File: src/pkg/mbs_regs.vh
`ifndef MBS_REGS_VH
`define MBS_REGS_VH

// Timing.
`define MBS_CLK_PERIOD_NS  100
`define MBS_SETTLE_NS      10000
`define MBS_SETTLE_CYC     ((`MBS_SETTLE_NS + `MBS_CLK_PERIOD_NS - 1) / `MBS_CLK_PERIOD_NS)

// Management register map of the MAC, 12-bit byte addresses.
`define MBS_MDIO_CFG       12'h500
`define MBS_MDIO_CTRL      12'h504
`define MBS_MDIO_TX        12'h508
`define MBS_MDIO_RX        12'h50C
`define MBS_MAC_SPEED      12'h410
`define MBS_FC_TX          12'h408
`define MBS_FC_RX          12'h40C
`define MBS_UC_ADDR0       12'h700
`define MBS_UC_ADDR1       12'h704
`define MBS_FILT_MODE      12'h708
`define MBS_FILT_BASE      12'h710
`define MBS_RTC_CTRL       12'h800
`define MBS_PTP_TX         12'h804
`define MBS_PTP_STAT       12'h808

// Field positions and values.
`define MBS_MDIO_EN_BIT    6
`define MBS_MDIO_DIV       32'h00000013
`define MBS_MDIO_PHY_POS   24
`define MBS_MDIO_REG_POS   16
`define MBS_MDIO_OP_POS    14
`define MBS_MDIO_GO_BIT    11
`define MBS_MDIO_RDY_BIT   7
`define MBS_MDIO_OP_WR     2'h1
`define MBS_MDIO_OP_RD     2'h2
`define MBS_PHY_LOC        5'h07
`define MBS_PRB_REG        5'h02
`define MBS_ADV_REG        5'h04
`define MBS_GIG_REG        5'h09
`define MBS_RGM_REG        5'h14
`define MBS_CTL_REG        5'h00
`define MBS_STS_REG        5'h01
`define MBS_ADV_10         32'h00000061
`define MBS_ADV_100        32'h00000181
`define MBS_ADV_1G         32'h00000001
`define MBS_GIG_ADV_1G     32'h00000200
`define MBS_RGM_SEL        32'h00000008
`define MBS_PHY_RST_AN     32'h00009200
`define MBS_AN_DONE_BIT    5
`define MBS_SPEED_POS      30
`define MBS_FC_OFF         32'h10000000
`define MBS_PROMISC_BIT    31
`define MBS_FILT_VAL       96'h06050403025A0605040302DA
`define MBS_FILT_MASK      32'hFFFFFFFF
`define MBS_UC_WORD0       32'h040302DA
`define MBS_UC_WORD1       32'h00000605
`define MBS_RTC_START      32'h00000001
`define MBS_PTP_SEND       32'h00000001
`define MBS_PTP_RX_BIT     0

// Wishbone register offsets and fields.
`define MBS_WB_CTRL        8'h00
`define MBS_WB_STAT        8'h04
`define MBS_CTRL_UPD_BIT   0
`define MBS_CTRL_SBLK_BIT  1
`define MBS_CTRL_RESET     1'h0

// Serial frame layout.
`define MBS_SER_AW         12
`define MBS_SER_CMD_BITS   45
`define MBS_SER_RSP_BITS   32

`endif

File: src/rtl/mbs_serial.v
`timescale 1ns/100ps
`default_nettype none
`include "mbs_regs.vh"

// Bit-per-clock serial port: a 1 start bit, then we, address and data, MSB first.
module mbs_serial (
  input  wire                    clock,
  input  wire                    rst,
  input  wire                    ser_in,
  output wire                    ser_out,
  output reg                     cmd_valid,
  output reg                     cmd_we,
  output reg  [`MBS_SER_AW-1:0]  cmd_addr,
  output reg  [31:0]             cmd_wdata,
  input  wire                    cmd_take,
  input  wire                    rsp_load,
  input  wire [31:0]             rsp_data
);
  reg [44:0] sh_q;
  reg [5:0]  icnt_q;
  reg        ibusy_q;
  reg [32:0] osh_q;
  reg [5:0]  ocnt_q;

  assign ser_out = osh_q[32];

  always @(posedge clock) begin
    if (rst) begin
      sh_q      <= 45'h0;
      icnt_q    <= 6'h0;
      ibusy_q   <= 1'b0;
      cmd_valid <= 1'b0;
      cmd_we    <= 1'b0;
      cmd_addr  <= 12'h000;
      cmd_wdata <= 32'h0;
      osh_q     <= 33'h0;
      ocnt_q    <= 6'h0;
    end else begin
      if (cmd_take)
        cmd_valid <= 1'b0;
      // A frame that starts while a command is still pending is not sampled.
      if (!ibusy_q && !cmd_valid && ser_in) begin
        ibusy_q <= 1'b1;
        icnt_q  <= 6'h0;
      end else if (ibusy_q) begin
        sh_q   <= {sh_q[43:0], ser_in};
        icnt_q <= icnt_q + 6'h1;
        if (icnt_q == `MBS_SER_CMD_BITS - 1) begin
          ibusy_q   <= 1'b0;
          cmd_valid <= 1'b1;
          cmd_we    <= sh_q[43];
          cmd_addr  <= sh_q[42:31];
          cmd_wdata <= {sh_q[30:0], ser_in};
        end
      end
      if (rsp_load) begin
        osh_q  <= {1'b1, rsp_data};
        ocnt_q <= 6'h21;
      end else if (ocnt_q != 6'h0) begin
        osh_q  <= {osh_q[31:0], 1'b0};
        ocnt_q <= ocnt_q - 6'h1;
      end
    end
  end
endmodule
`default_nettype wire

File: src/rtl/mbs_sequencer.v
// Decided for this implementation: register access over Wishbone and the register addresses.
`timescale 1ns/100ps
`default_nettype none
`include "mbs_regs.vh"

// Notes on behaviour
// After reset it waits for internal resets to settle, then enables MDIO with the divider.
// With MDIO enabled it reads PHY bus location 7 to probe for a PHY.
// An all-ones probe result means no PHY and every later MDIO access is skipped.
// With a PHY present it writes the speed advertisement chosen by the speed inputs.
// In RGMII builds whose PHY is not RGMII-only it read-modify-writes a PHY register.
// After PHY setup it resets the PHY and restarts auto-negotiation.
// Once auto-negotiation completes it programs the MAC speed from the speed inputs.
// It then writes the MAC configuration with flow control disabled.
// With the filter built in it loads value and mask bytes 11..0, promiscuous only with a PHY.
// Without the filter it loads the unicast address and sets promiscuous mode.
// With AVB present it starts the time clock, then sends and awaits PTP frames.
// It idles afterwards and a speed update recaptures speed and restarts at the probe.
// A serial command input and response output give read or write of any location.
// The sequencer only acts in builds with the lite memory-mapped management port.
// Only one management transaction is in flight, each finished before the next.
module mbs_sequencer #(
  parameter LITE_MGMT  = 1,
  parameter FILTER_EN  = 1,
  parameter AVB_EN     = 0,
  parameter RGMII_EN   = 0,
  parameter RGMII_ONLY = 0
) (
  input  wire        clock,
  input  wire        rst,
  input  wire [1:0]  mac_speed,
  input  wire        update_speed,
  input  wire        serial_command,
  output wire        serial_response,
  input  wire        wb_cyc,
  input  wire        wb_stb,
  input  wire        wb_we,
  input  wire [7:0]  wb_adr,
  input  wire [3:0]  wb_sel,
  input  wire [31:0] wb_dat_w,
  output reg  [31:0] wb_dat_r,
  output reg         wb_ack,
  output reg  [11:0] m_awaddr,
  output reg         m_awvalid,
  input  wire        m_awready,
  output reg  [31:0] m_wdata,
  output reg         m_wvalid,
  input  wire        m_wready,
  input  wire [1:0]  m_bresp,
  input  wire        m_bvalid,
  output wire        m_bready,
  output reg  [11:0] m_araddr,
  output reg         m_arvalid,
  input  wire        m_arready,
  input  wire [31:0] m_rdata,
  input  wire [1:0]  m_rresp,
  input  wire        m_rvalid,
  output wire        m_rready
);
  localparam [7:0] S_SETTLE = 8'h01, S_ISSUE = 8'h02, S_WR = 8'h04, S_B = 8'h08,
                   S_RD = 8'h10, S_R = 8'h20, S_IDLE = 8'h40, S_OFF = 8'h80;
  localparam [5:0] ST_EN = 6'd0, ST_PRB_C = 6'd1, ST_PRB_P = 6'd2, ST_PRB_D = 6'd3,
                   ST_ADV_T = 6'd4, ST_ADV_C = 6'd5, ST_ADV_P = 6'd6, ST_GIG_T = 6'd7,
                   ST_GIG_C = 6'd8, ST_GIG_P = 6'd9, ST_RG_C = 6'd10, ST_RG_P = 6'd11,
                   ST_RG_D = 6'd12, ST_RG_T = 6'd13, ST_RG_W = 6'd14, ST_RG_WP = 6'd15,
                   ST_RST_T = 6'd16, ST_RST_C = 6'd17, ST_RST_P = 6'd18, ST_AN_C = 6'd19,
                   ST_AN_P = 6'd20, ST_AN_D = 6'd21, ST_SPD = 6'd22, ST_FC_TX = 6'd23,
                   ST_FC_RX = 6'd24, ST_FLT = 6'd25, ST_FMODE = 6'd26, ST_UC0 = 6'd27,
                   ST_UC1 = 6'd28, ST_UMODE = 6'd29, ST_RTC = 6'd30, ST_PTP_T = 6'd31,
                   ST_PTP_R = 6'd32, ST_DONE = 6'd33;
  localparam [15:0] SETTLE_CYC = `MBS_SETTLE_CYC;
  localparam [95:0] FILT_VAL   = `MBS_FILT_VAL;

  function [31:0] mdio_word;
    input [1:0] op;
    input [4:0] reg_num;
    begin
      mdio_word = ({27'h0, `MBS_PHY_LOC} << `MBS_MDIO_PHY_POS)
                | ({27'h0, reg_num} << `MBS_MDIO_REG_POS)
                | ({30'h0, op} << `MBS_MDIO_OP_POS)
                | (32'h1 << `MBS_MDIO_GO_BIT);
    end
  endfunction

  function [31:0] filt_word;
    input [2:0] idx;
    begin
      case (idx)
        3'd0:    filt_word = FILT_VAL[31:0];
        3'd1:    filt_word = FILT_VAL[63:32];
        3'd2:    filt_word = FILT_VAL[95:64];
        default: filt_word = `MBS_FILT_MASK;
      endcase
    end
  endfunction

  reg  [3:0]  sy1_q;
  reg  [3:0]  sy2_q;
  reg         upd_old_q;
  reg  [7:0]  state_q;
  reg  [5:0]  step_q;
  reg  [5:0]  nxt;
  reg  [15:0] wait_q;
  reg  [1:0]  speed_q;
  reg         phy_q;
  reg         done_q;
  reg         rsp_err_q;
  reg         upd_pend_q;
  reg         ser_q;
  reg         sblk_q;
  reg  [2:0]  fidx_q;
  reg  [15:0] rg_q;
  reg         op_rd;
  reg  [11:0] op_addr;
  reg  [31:0] op_data;
  wire        cmd_valid;
  wire        cmd_we;
  wire [11:0] cmd_addr;
  wire [31:0] cmd_wdata;
  wire        wb_hit;
  wire        wb_upd;
  wire        upd_edge;
  wire        fin;
  wire        take_cmd;

  // Pin inputs pass two flops; only the second stage is read.
  always @(posedge clock) begin
    if (rst) begin
      sy1_q <= 4'h0;
      sy2_q <= 4'h0;
    end else begin
      sy1_q <= {serial_command, update_speed, mac_speed};
      sy2_q <= sy1_q;
    end
  end

  assign upd_edge = sy2_q[2] & ~upd_old_q;
  assign wb_hit   = wb_cyc & wb_stb & ~wb_ack;
  assign wb_upd   = wb_hit & wb_we & wb_sel[0] & (wb_adr == `MBS_WB_CTRL)
                  & wb_dat_w[`MBS_CTRL_UPD_BIT];
  assign m_bready = state_q == S_B;
  assign m_rready = state_q == S_R;
  assign fin      = (state_q == S_B && m_bvalid) || (state_q == S_R && m_rvalid);
  assign take_cmd = state_q == S_IDLE && cmd_valid && !sblk_q && !upd_pend_q;

  mbs_serial u_serial (
    .clock     (clock),
    .rst       (rst),
    .ser_in    (sy2_q[3]),
    .ser_out   (serial_response),
    .cmd_valid (cmd_valid),
    .cmd_we    (cmd_we),
    .cmd_addr  (cmd_addr),
    .cmd_wdata (cmd_wdata),
    .cmd_take  (take_cmd),
    .rsp_load  (fin && ser_q),
    .rsp_data  (m_rvalid && state_q == S_R ? m_rdata : 32'h0)
  );

  // Access issued for the current step.
  always @* begin
    op_rd   = 1'b0;
    op_addr = `MBS_MDIO_TX;
    op_data = 32'h0;
    case (step_q)
      ST_EN: begin
        op_addr = `MBS_MDIO_CFG;
        op_data = `MBS_MDIO_DIV | (32'h1 << `MBS_MDIO_EN_BIT);
      end
      ST_PRB_C: begin
        op_addr = `MBS_MDIO_CTRL;
        op_data = mdio_word(`MBS_MDIO_OP_RD, `MBS_PRB_REG);
      end
      ST_PRB_P, ST_ADV_P, ST_GIG_P, ST_RG_P, ST_RG_WP, ST_RST_P, ST_AN_P: begin
        op_rd   = 1'b1;
        op_addr = `MBS_MDIO_CTRL;
      end
      ST_PRB_D, ST_RG_D, ST_AN_D: begin
        op_rd   = 1'b1;
        op_addr = `MBS_MDIO_RX;
      end
      ST_ADV_T: begin
        case (speed_q)
          2'b10:   op_data = `MBS_ADV_1G;
          2'b01:   op_data = `MBS_ADV_100;
          default: op_data = `MBS_ADV_10;
        endcase
      end
      ST_ADV_C: begin
        op_addr = `MBS_MDIO_CTRL;
        op_data = mdio_word(`MBS_MDIO_OP_WR, `MBS_ADV_REG);
      end
      ST_GIG_T: op_data = (speed_q == 2'b10) ? `MBS_GIG_ADV_1G : 32'h0;
      ST_GIG_C: begin
        op_addr = `MBS_MDIO_CTRL;
        op_data = mdio_word(`MBS_MDIO_OP_WR, `MBS_GIG_REG);
      end
      ST_RG_C: begin
        op_addr = `MBS_MDIO_CTRL;
        op_data = mdio_word(`MBS_MDIO_OP_RD, `MBS_RGM_REG);
      end
      ST_RG_T: op_data = {16'h0, rg_q} | `MBS_RGM_SEL;
      ST_RG_W: begin
        op_addr = `MBS_MDIO_CTRL;
        op_data = mdio_word(`MBS_MDIO_OP_WR, `MBS_RGM_REG);
      end
      ST_RST_T: op_data = `MBS_PHY_RST_AN;
      ST_RST_C: begin
        op_addr = `MBS_MDIO_CTRL;
        op_data = mdio_word(`MBS_MDIO_OP_WR, `MBS_CTL_REG);
      end
      ST_AN_C: begin
        op_addr = `MBS_MDIO_CTRL;
        op_data = mdio_word(`MBS_MDIO_OP_RD, `MBS_STS_REG);
      end
      ST_SPD: begin
        op_addr = `MBS_MAC_SPEED;
        op_data = {speed_q, 30'h0};
      end
      ST_FC_TX: begin
        op_addr = `MBS_FC_TX;
        op_data = `MBS_FC_OFF;
      end
      ST_FC_RX: begin
        op_addr = `MBS_FC_RX;
        op_data = `MBS_FC_OFF;
      end
      ST_FLT: begin
        op_addr = `MBS_FILT_BASE + {7'h0, fidx_q, 2'b00};
        op_data = filt_word(fidx_q);
      end
      ST_FMODE: begin
        op_addr = `MBS_FILT_MODE;
        op_data = {phy_q, 31'h0};
      end
      ST_UC0: begin
        op_addr = `MBS_UC_ADDR0;
        op_data = `MBS_UC_WORD0;
      end
      ST_UC1: begin
        op_addr = `MBS_UC_ADDR1;
        op_data = `MBS_UC_WORD1;
      end
      ST_UMODE: begin
        op_addr = `MBS_FILT_MODE;
        op_data = 32'h1 << `MBS_PROMISC_BIT;
      end
      ST_RTC: begin
        op_addr = `MBS_RTC_CTRL;
        op_data = `MBS_RTC_START;
      end
      ST_PTP_T: begin
        op_addr = `MBS_PTP_TX;
        op_data = `MBS_PTP_SEND;
      end
      ST_PTP_R: begin
        op_rd   = 1'b1;
        op_addr = `MBS_PTP_STAT;
      end
      default: op_data = 32'h0;
    endcase
  end

  // Step that follows a finished access; polls repeat until their bit is seen.
  always @* begin
    nxt = step_q + 6'd1;
    case (step_q)
      ST_PRB_P, ST_ADV_P, ST_GIG_P, ST_RG_P, ST_RG_WP, ST_RST_P, ST_AN_P:
        if (!m_rdata[`MBS_MDIO_RDY_BIT])
          nxt = step_q;
        else if (step_q == ST_GIG_P && !(RGMII_EN != 0 && RGMII_ONLY == 0))
          nxt = ST_RST_T;
      ST_PRB_D: if (m_rdata[15:0] == 16'hFFFF) nxt = ST_SPD;
      ST_AN_D: if (!m_rdata[`MBS_AN_DONE_BIT]) nxt = ST_AN_C;
      ST_FC_RX: nxt = (FILTER_EN != 0) ? ST_FLT : ST_UC0;
      ST_FLT: if (fidx_q != 3'd5) nxt = ST_FLT;
      ST_FMODE, ST_UMODE: nxt = (AVB_EN != 0) ? ST_RTC : ST_DONE;
      ST_PTP_R: if (!m_rdata[`MBS_PTP_RX_BIT]) nxt = ST_PTP_R;
      default: nxt = step_q + 6'd1;
    endcase
  end

  always @(posedge clock) begin
    if (rst) begin
      state_q    <= S_SETTLE;
      step_q     <= ST_EN;
      wait_q     <= 16'h0;
      speed_q    <= 2'b00;
      phy_q      <= 1'b0;
      done_q     <= 1'b0;
      rsp_err_q  <= 1'b0;
      upd_pend_q <= 1'b0;
      upd_old_q  <= 1'b0;
      ser_q      <= 1'b0;
      fidx_q     <= 3'd0;
      rg_q       <= 16'h0;
      m_awaddr   <= 12'h000;
      m_awvalid  <= 1'b0;
      m_wdata    <= 32'h0;
      m_wvalid   <= 1'b0;
      m_araddr   <= 12'h000;
      m_arvalid  <= 1'b0;
    end else begin
      upd_old_q <= sy2_q[2];
      // A request arriving as the idle state consumes the last one is kept.
      if (upd_edge || wb_upd)
        upd_pend_q <= 1'b1;
      else if (state_q == S_IDLE && !cmd_valid)
        upd_pend_q <= 1'b0;
      else if (state_q == S_IDLE && upd_pend_q)
        upd_pend_q <= 1'b0;
      case (state_q)
        S_SETTLE: begin
          wait_q <= wait_q + 16'h1;
          if (wait_q == SETTLE_CYC - 16'h1) begin
            state_q <= (LITE_MGMT != 0) ? S_ISSUE : S_OFF;
            speed_q <= sy2_q[1:0];
          end
        end
        S_ISSUE: begin
          if (step_q == ST_DONE) begin
            state_q <= S_IDLE;
            done_q  <= 1'b1;
          end else if (op_rd) begin
            m_araddr  <= op_addr;
            m_arvalid <= 1'b1;
            state_q   <= S_RD;
          end else begin
            m_awaddr  <= op_addr;
            m_wdata   <= op_data;
            m_awvalid <= 1'b1;
            m_wvalid  <= 1'b1;
            state_q   <= S_WR;
          end
        end
        S_WR: begin
          if (m_awready)
            m_awvalid <= 1'b0;
          if (m_wready)
            m_wvalid <= 1'b0;
          if ((m_awready || !m_awvalid) && (m_wready || !m_wvalid))
            state_q <= S_B;
        end
        S_RD: begin
          if (m_arready) begin
            m_arvalid <= 1'b0;
            state_q   <= S_R;
          end
        end
        S_B, S_R: begin
          if (fin) begin
            if ((state_q == S_B ? m_bresp : m_rresp) != 2'b00)
              rsp_err_q <= 1'b1;
            if (ser_q) begin
              ser_q   <= 1'b0;
              state_q <= S_IDLE;
            end else begin
              state_q <= S_ISSUE;
              step_q  <= nxt;
              if (step_q == ST_PRB_D)
                phy_q <= m_rdata[15:0] != 16'hFFFF;
              if (step_q == ST_RG_D)
                rg_q <= m_rdata[15:0];
              if (step_q == ST_FLT)
                fidx_q <= fidx_q + 3'd1;
            end
          end
        end
        S_IDLE: begin
          if (upd_pend_q) begin
            speed_q <= sy2_q[1:0];
            step_q  <= ST_PRB_C;
            fidx_q  <= 3'd0;
            done_q  <= 1'b0;
            state_q <= S_ISSUE;
          end else if (take_cmd) begin
            ser_q <= 1'b1;
            if (cmd_we) begin
              m_awaddr  <= cmd_addr;
              m_wdata   <= cmd_wdata;
              m_awvalid <= 1'b1;
              m_wvalid  <= 1'b1;
              state_q   <= S_WR;
            end else begin
              m_araddr  <= cmd_addr;
              m_arvalid <= 1'b1;
              state_q   <= S_RD;
            end
          end
        end
        S_OFF: state_q <= S_OFF;
        default: state_q <= S_SETTLE;
      endcase
    end
  end

  // Wishbone slave: one wait state, unmapped reads return zero.
  always @(posedge clock) begin
    if (rst) begin
      wb_ack   <= 1'b0;
      wb_dat_r <= 32'h0;
      sblk_q   <= `MBS_CTRL_RESET;
    end else begin
      wb_ack <= wb_hit;
      if (wb_hit && wb_we && wb_sel[0] && wb_adr == `MBS_WB_CTRL)
        sblk_q <= wb_dat_w[`MBS_CTRL_SBLK_BIT];
      if (wb_hit && !wb_we) begin
        case (wb_adr)
          `MBS_WB_CTRL: wb_dat_r <= {30'h0, sblk_q, 1'b0};
          `MBS_WB_STAT: wb_dat_r <= {10'h0, state_q, step_q, 3'h0, rsp_err_q,
                                     speed_q, done_q, phy_q};
          default:      wb_dat_r <= 32'h0;
        endcase
      end else begin
        wb_dat_r <= 32'h0;
      end
    end
  end
endmodule
`default_nettype wire

File: config.mk
export PLATFORM = sky130hd
export DESIGN_NAME = mbs_sequencer
export DESIGN_NICKNAME = d
export VERILOG_FILES = /design/src/rtl/mbs_serial.v /design/src/rtl/mbs_sequencer.v
export VERILOG_INCLUDE_DIRS = /design/src /design/src/pkg
export SDC_FILE = /design/constraint.sdc
export NUM_CORES = 1
export LEC_CHECK = 0
export BUFFER_PORTS_ARGS = -buffer_cell sky130_fd_sc_hd__buf_4
export CORE_MARGIN = 10
export CORE_UTILIZATION = 55
export DETAILED_ROUTE_END_ITERATION = 10
export PLACE_DENSITY = 0.78
export SLEW_MARGIN = 20
export SYNTH_ARGS = -nofsm -noshare
export SYNTH_HDL_FRONTEND = slang
export SYNTH_SLANG_ARGS = --single-unit
File: constraint.sdc
create_clock -name clock -period 5.1 [get_ports clock]
set_clock_uncertainty 0.1 [all_clocks]
set_input_delay 0.255 -clock clock [delete_from_list [all_inputs] [get_ports clock]]
set_output_delay 0.255 -clock clock [all_outputs]
set_load 0.05 [all_outputs]
==> impl_summary.log <==
INFO  metric clkSlewWorstSetupHoldPaths = around 0.06 ns
INFO  metric drcViolationCount = 0
INFO  metric r2r_start = step_q[1]
INFO  metric avgViaCountPerCell = about 5.7
INFO  metric port_buffers = approximately 140
INFO  metric dieArea = about 0.029 mm2
INFO  metric synthesis.yosys.warnings = 0
INFO  metric synth_top_area_cell = dfxtp_1
INFO  metric min-delay-path-class = in2reg
INFO  metric final.fill_count = 1727
INFO  metric dp_cells = 1818
INFO  metric synthesis.area = 0.0123 mm2
INFO  metric post-route-period-util = 75.3%
INFO  metric grt_start_max_net_pins = 121
INFO  metric slew_headroom = 34.3%
INFO  metric setup.reg_to_reg.worst_slack = 1.26 ns
INFO  metric max-cap-violations = 0
INFO  metric setup_violations = 0
INFO  metric clock-sinks = 280
INFO  metric post-synth-top-area-fraction = 45.4%
INFO  metric num_io_pins = between 150 and 200
INFO  metric postSynthAreaPerCell = 8.31 um2
INFO  metric final-hold-violation-count = 0
INFO  metric ir_worst_vdd = about 0.00026 V
INFO  metric tritoncts = built
INFO  metric synth_async_sr_flop_share = 0%
INFO  metric reg2reg_depth = 10
INFO  metric vias = roughly 11000
INFO  metric fin_cells = between 1500 and 2000
INFO  metric syn-instance-count = 1484
INFO  metric timing.rr.end = m_wdata[27]
INFO  metric die_x = 170 um
INFO  metric placeableCoreArea = 0.0220 mm2
INFO  metric post-route-min-period = 3.84 ns
INFO  metric yosys-top-cells-count = dfxtp_1 (280), nor2_1 (218), nand2_1 (195)
INFO  metric synthToLayoutAreaGrowth = 20.5%
INFO  metric gpl.final_weighted_congestion = about 0.9
INFO  metric cts.path.max_buffers = 3
INFO  metric worstPathRequired = ~5.5 ns
INFO  metric yosysUniqueCellTypes = 74
INFO  metric grtUsageTotal = between 20% and 30%
INFO  metric wire_per_inst = between 15 and 20 um
INFO  metric critPathKind = reg2reg
INFO  metric crit_path_end = m_wdata[27]
INFO  metric cts_root_buffer = clkbuf_16
INFO  metric pwr_density_cell = 374 mW/mm2
INFO  metric critical_path_arrival = 4.20 ns
INFO  metric final_layout_size_suffix_gt1_share = 14.8%
INFO  metric final_nets = 1724
INFO  metric initial_utilization = 56.2%
INFO  metric synthFlopType = dfxtp_1
INFO  metric htree_num_levels = 1
INFO  metric drv_slew = 0
INFO  metric ys_top_cells_by_area = dfxtp_1 (45%), nor2_1 (6.6%), mux2i_1 (6.2%), nand2_1 (5.9%), a21oi_1 (5.5%)
INFO  metric tritoncts_buffer_count = 29
INFO  metric grt_pass1_wl = 52300 um
INFO  metric power.leakage = about 5.6 nW
INFO  metric setup.worst_path.start = step_q[1]
INFO  metric max_freq = between 200 and 300 MHz
INFO  metric post-dp-hpwl = 22000 um
INFO  metric wirelength_routed = 32700 um
INFO  metric drt_pass1_iterations = 5
INFO  metric seq_cells_post_synth = 280
INFO  metric worstSetupStartpointType = flop
INFO  metric post-cts-setup-buffer-count = 0
INFO  metric outcome = completed
INFO  metric crit_path_max_fo = 33
INFO  metric chipHeight = 170 um
INFO  metric synth_sequential_area_ratio = 45.4%
INFO  metric globalRouteOverflowTotal = 0
INFO  metric max_slew.worst_pin.slew = around 0.98 ns
INFO  metric first_global_vias = 10200
INFO  metric antenna_found_initial = 1
INFO  metric num_rows = 54
INFO  metric postRouteAntennaNets = 0
INFO  metric iter_0_drt_violations = 998
INFO  metric yosys.cell_count.top_type = dfxtp_1
INFO  metric worstSkewPairLatency = around 0.56 ns
INFO  metric rsz_0062_raised_after_global_routing = false
INFO  metric post_synth_edffs = 0
INFO  metric setup.worst_path.end_class = flop
INFO  metric fin_tns_setup = 0 ns
-- metrics by stage --
stage | cell area (um2) | worst slack (ns) | utilization [%] | hold slack [ns] | power, mW
2_1_floorplan | 12400 | 1.83 | - | 0.234 | 3.27
3_3_place_gp | 13500 | 1.50 | 61.3 | 0.319 | 3.46
3_5_place_dp | 13500 | 1.38 | 61.3 | 0.325 | 3.49
4_1_cts | 14900 | 1.34 | 67.7 | 0.0587 | 5.58
5_1_grt | 14900 | 1.03 | 67.7 | 0.113 | 5.81
6_report | 14900 | 1.26 | 67.7 | 0.0685 | 5.57
-- report_power, final --
group	switching [mW]	internal [mW]
clock	0.867	1.21
sequential	0.115	2.37
combinational	0.609	0.398
total	1.59	3.97
-- final cells by class --
class	instances	area [um2]	share of cell area, %
repair buffers	205	1660	11.2
multi-input cells	1075	6220	41.8
well taps	280	350	2.36
flip-flops and latches	280	5610	37.7
clock inverters	14	139	0.934
clock buffers	38	800	5.38
inverters	25	93.8	0.631
diodes	1	2.50	0.0168
-- how the worst min path moves through the flow --
stage	from	end	depth (start not counted)	slack, ns
floorplan	wb_we	wb_dat_r[1]	1	0.23
global placement	sy1_q[1]	sy2_q[1]	1	0.32
detailed placement	sy1_q[0]	sy2_q[0]	1	0.33
CTS	m_rresp[0]	rsp_err_q	5	0.06
global route	m_rresp[0]	rsp_err_q	5	0.11
finish	m_rresp[0]	rsp_err_q	5	0.07
-- kinds of logic (layout without fill, tap and decap cells) --
group / Yosys count / count (layout) / share of synthesized area [%]
compound gates: 335 / 335 / 16.7
xor+xnor: 25 / 25 / 1.77
fa+ha+maj: 14 / 14 / 1.42
buf+inv: 141 / 282 / 4.87
flops: 280 / 280 / 45.4
mux: 78 / 78 / 6.37
other cells: 1 / 14 / 0.0304
simple gates: 610 / 610 / 23.4
-- registers in the layout (all words and copies together) (netlist names), 2 cells and up --
signal and cells:
u_serial.osh_q 33, speed_q 2, wait_q 16, wb_dat_r 19, u_serial.sh_q 44, u_serial.cmd_addr 12, sy2_q 4, rg_q 15
m_araddr 12, u_serial.ocnt_q 6, u_serial.icnt_q 6, m_wdata 32, step_q 6, state_q 8, fidx_q 3, sy1_q 4
u_serial.cmd_wdata 32, m_awaddr 12
-- routing by layer --
layer / track usage (%) / vias to the layer above / share of wire [%]
met5: 0 / - / 0
met2: 36.2 / 361 / 47
li1: - / 5369 / -
met3: 3.37 / 72 / 6.3
met1: 28.0 / 5140 / 44
met4: 7.21 / 0 / 2.9
-- worst max-delay path: stages, from the launching register on --
cell and delay, ns:
dfxtp_1 0.43, inv_1 0.10, ha_1 0.45, and3_1 0.30, o21ai_0 0.35, nand2_1 0.18
or2_2 0.35, o31ai_4 0.72, buf_4 0.43, nor2_1 0.08, a211oi_1 0.23
-- placed cells by master (no fill, tap or decap), drive strengths merged, types with 38 or more instances in the layout --
cell,n
o21ai,64
mux2i,77
a211oi,69
buf,158
dlygate4sd3,47
nor2,220
nand2,195
a21oi,135
dfxtp,280
clkbuf,38
-- what timing repair did --
item,CTS,global route
hold buffers,47,0
resized for setup,0,0
endpoints found under the hold margin,58,0
Power figures use the tool's default switching activity.
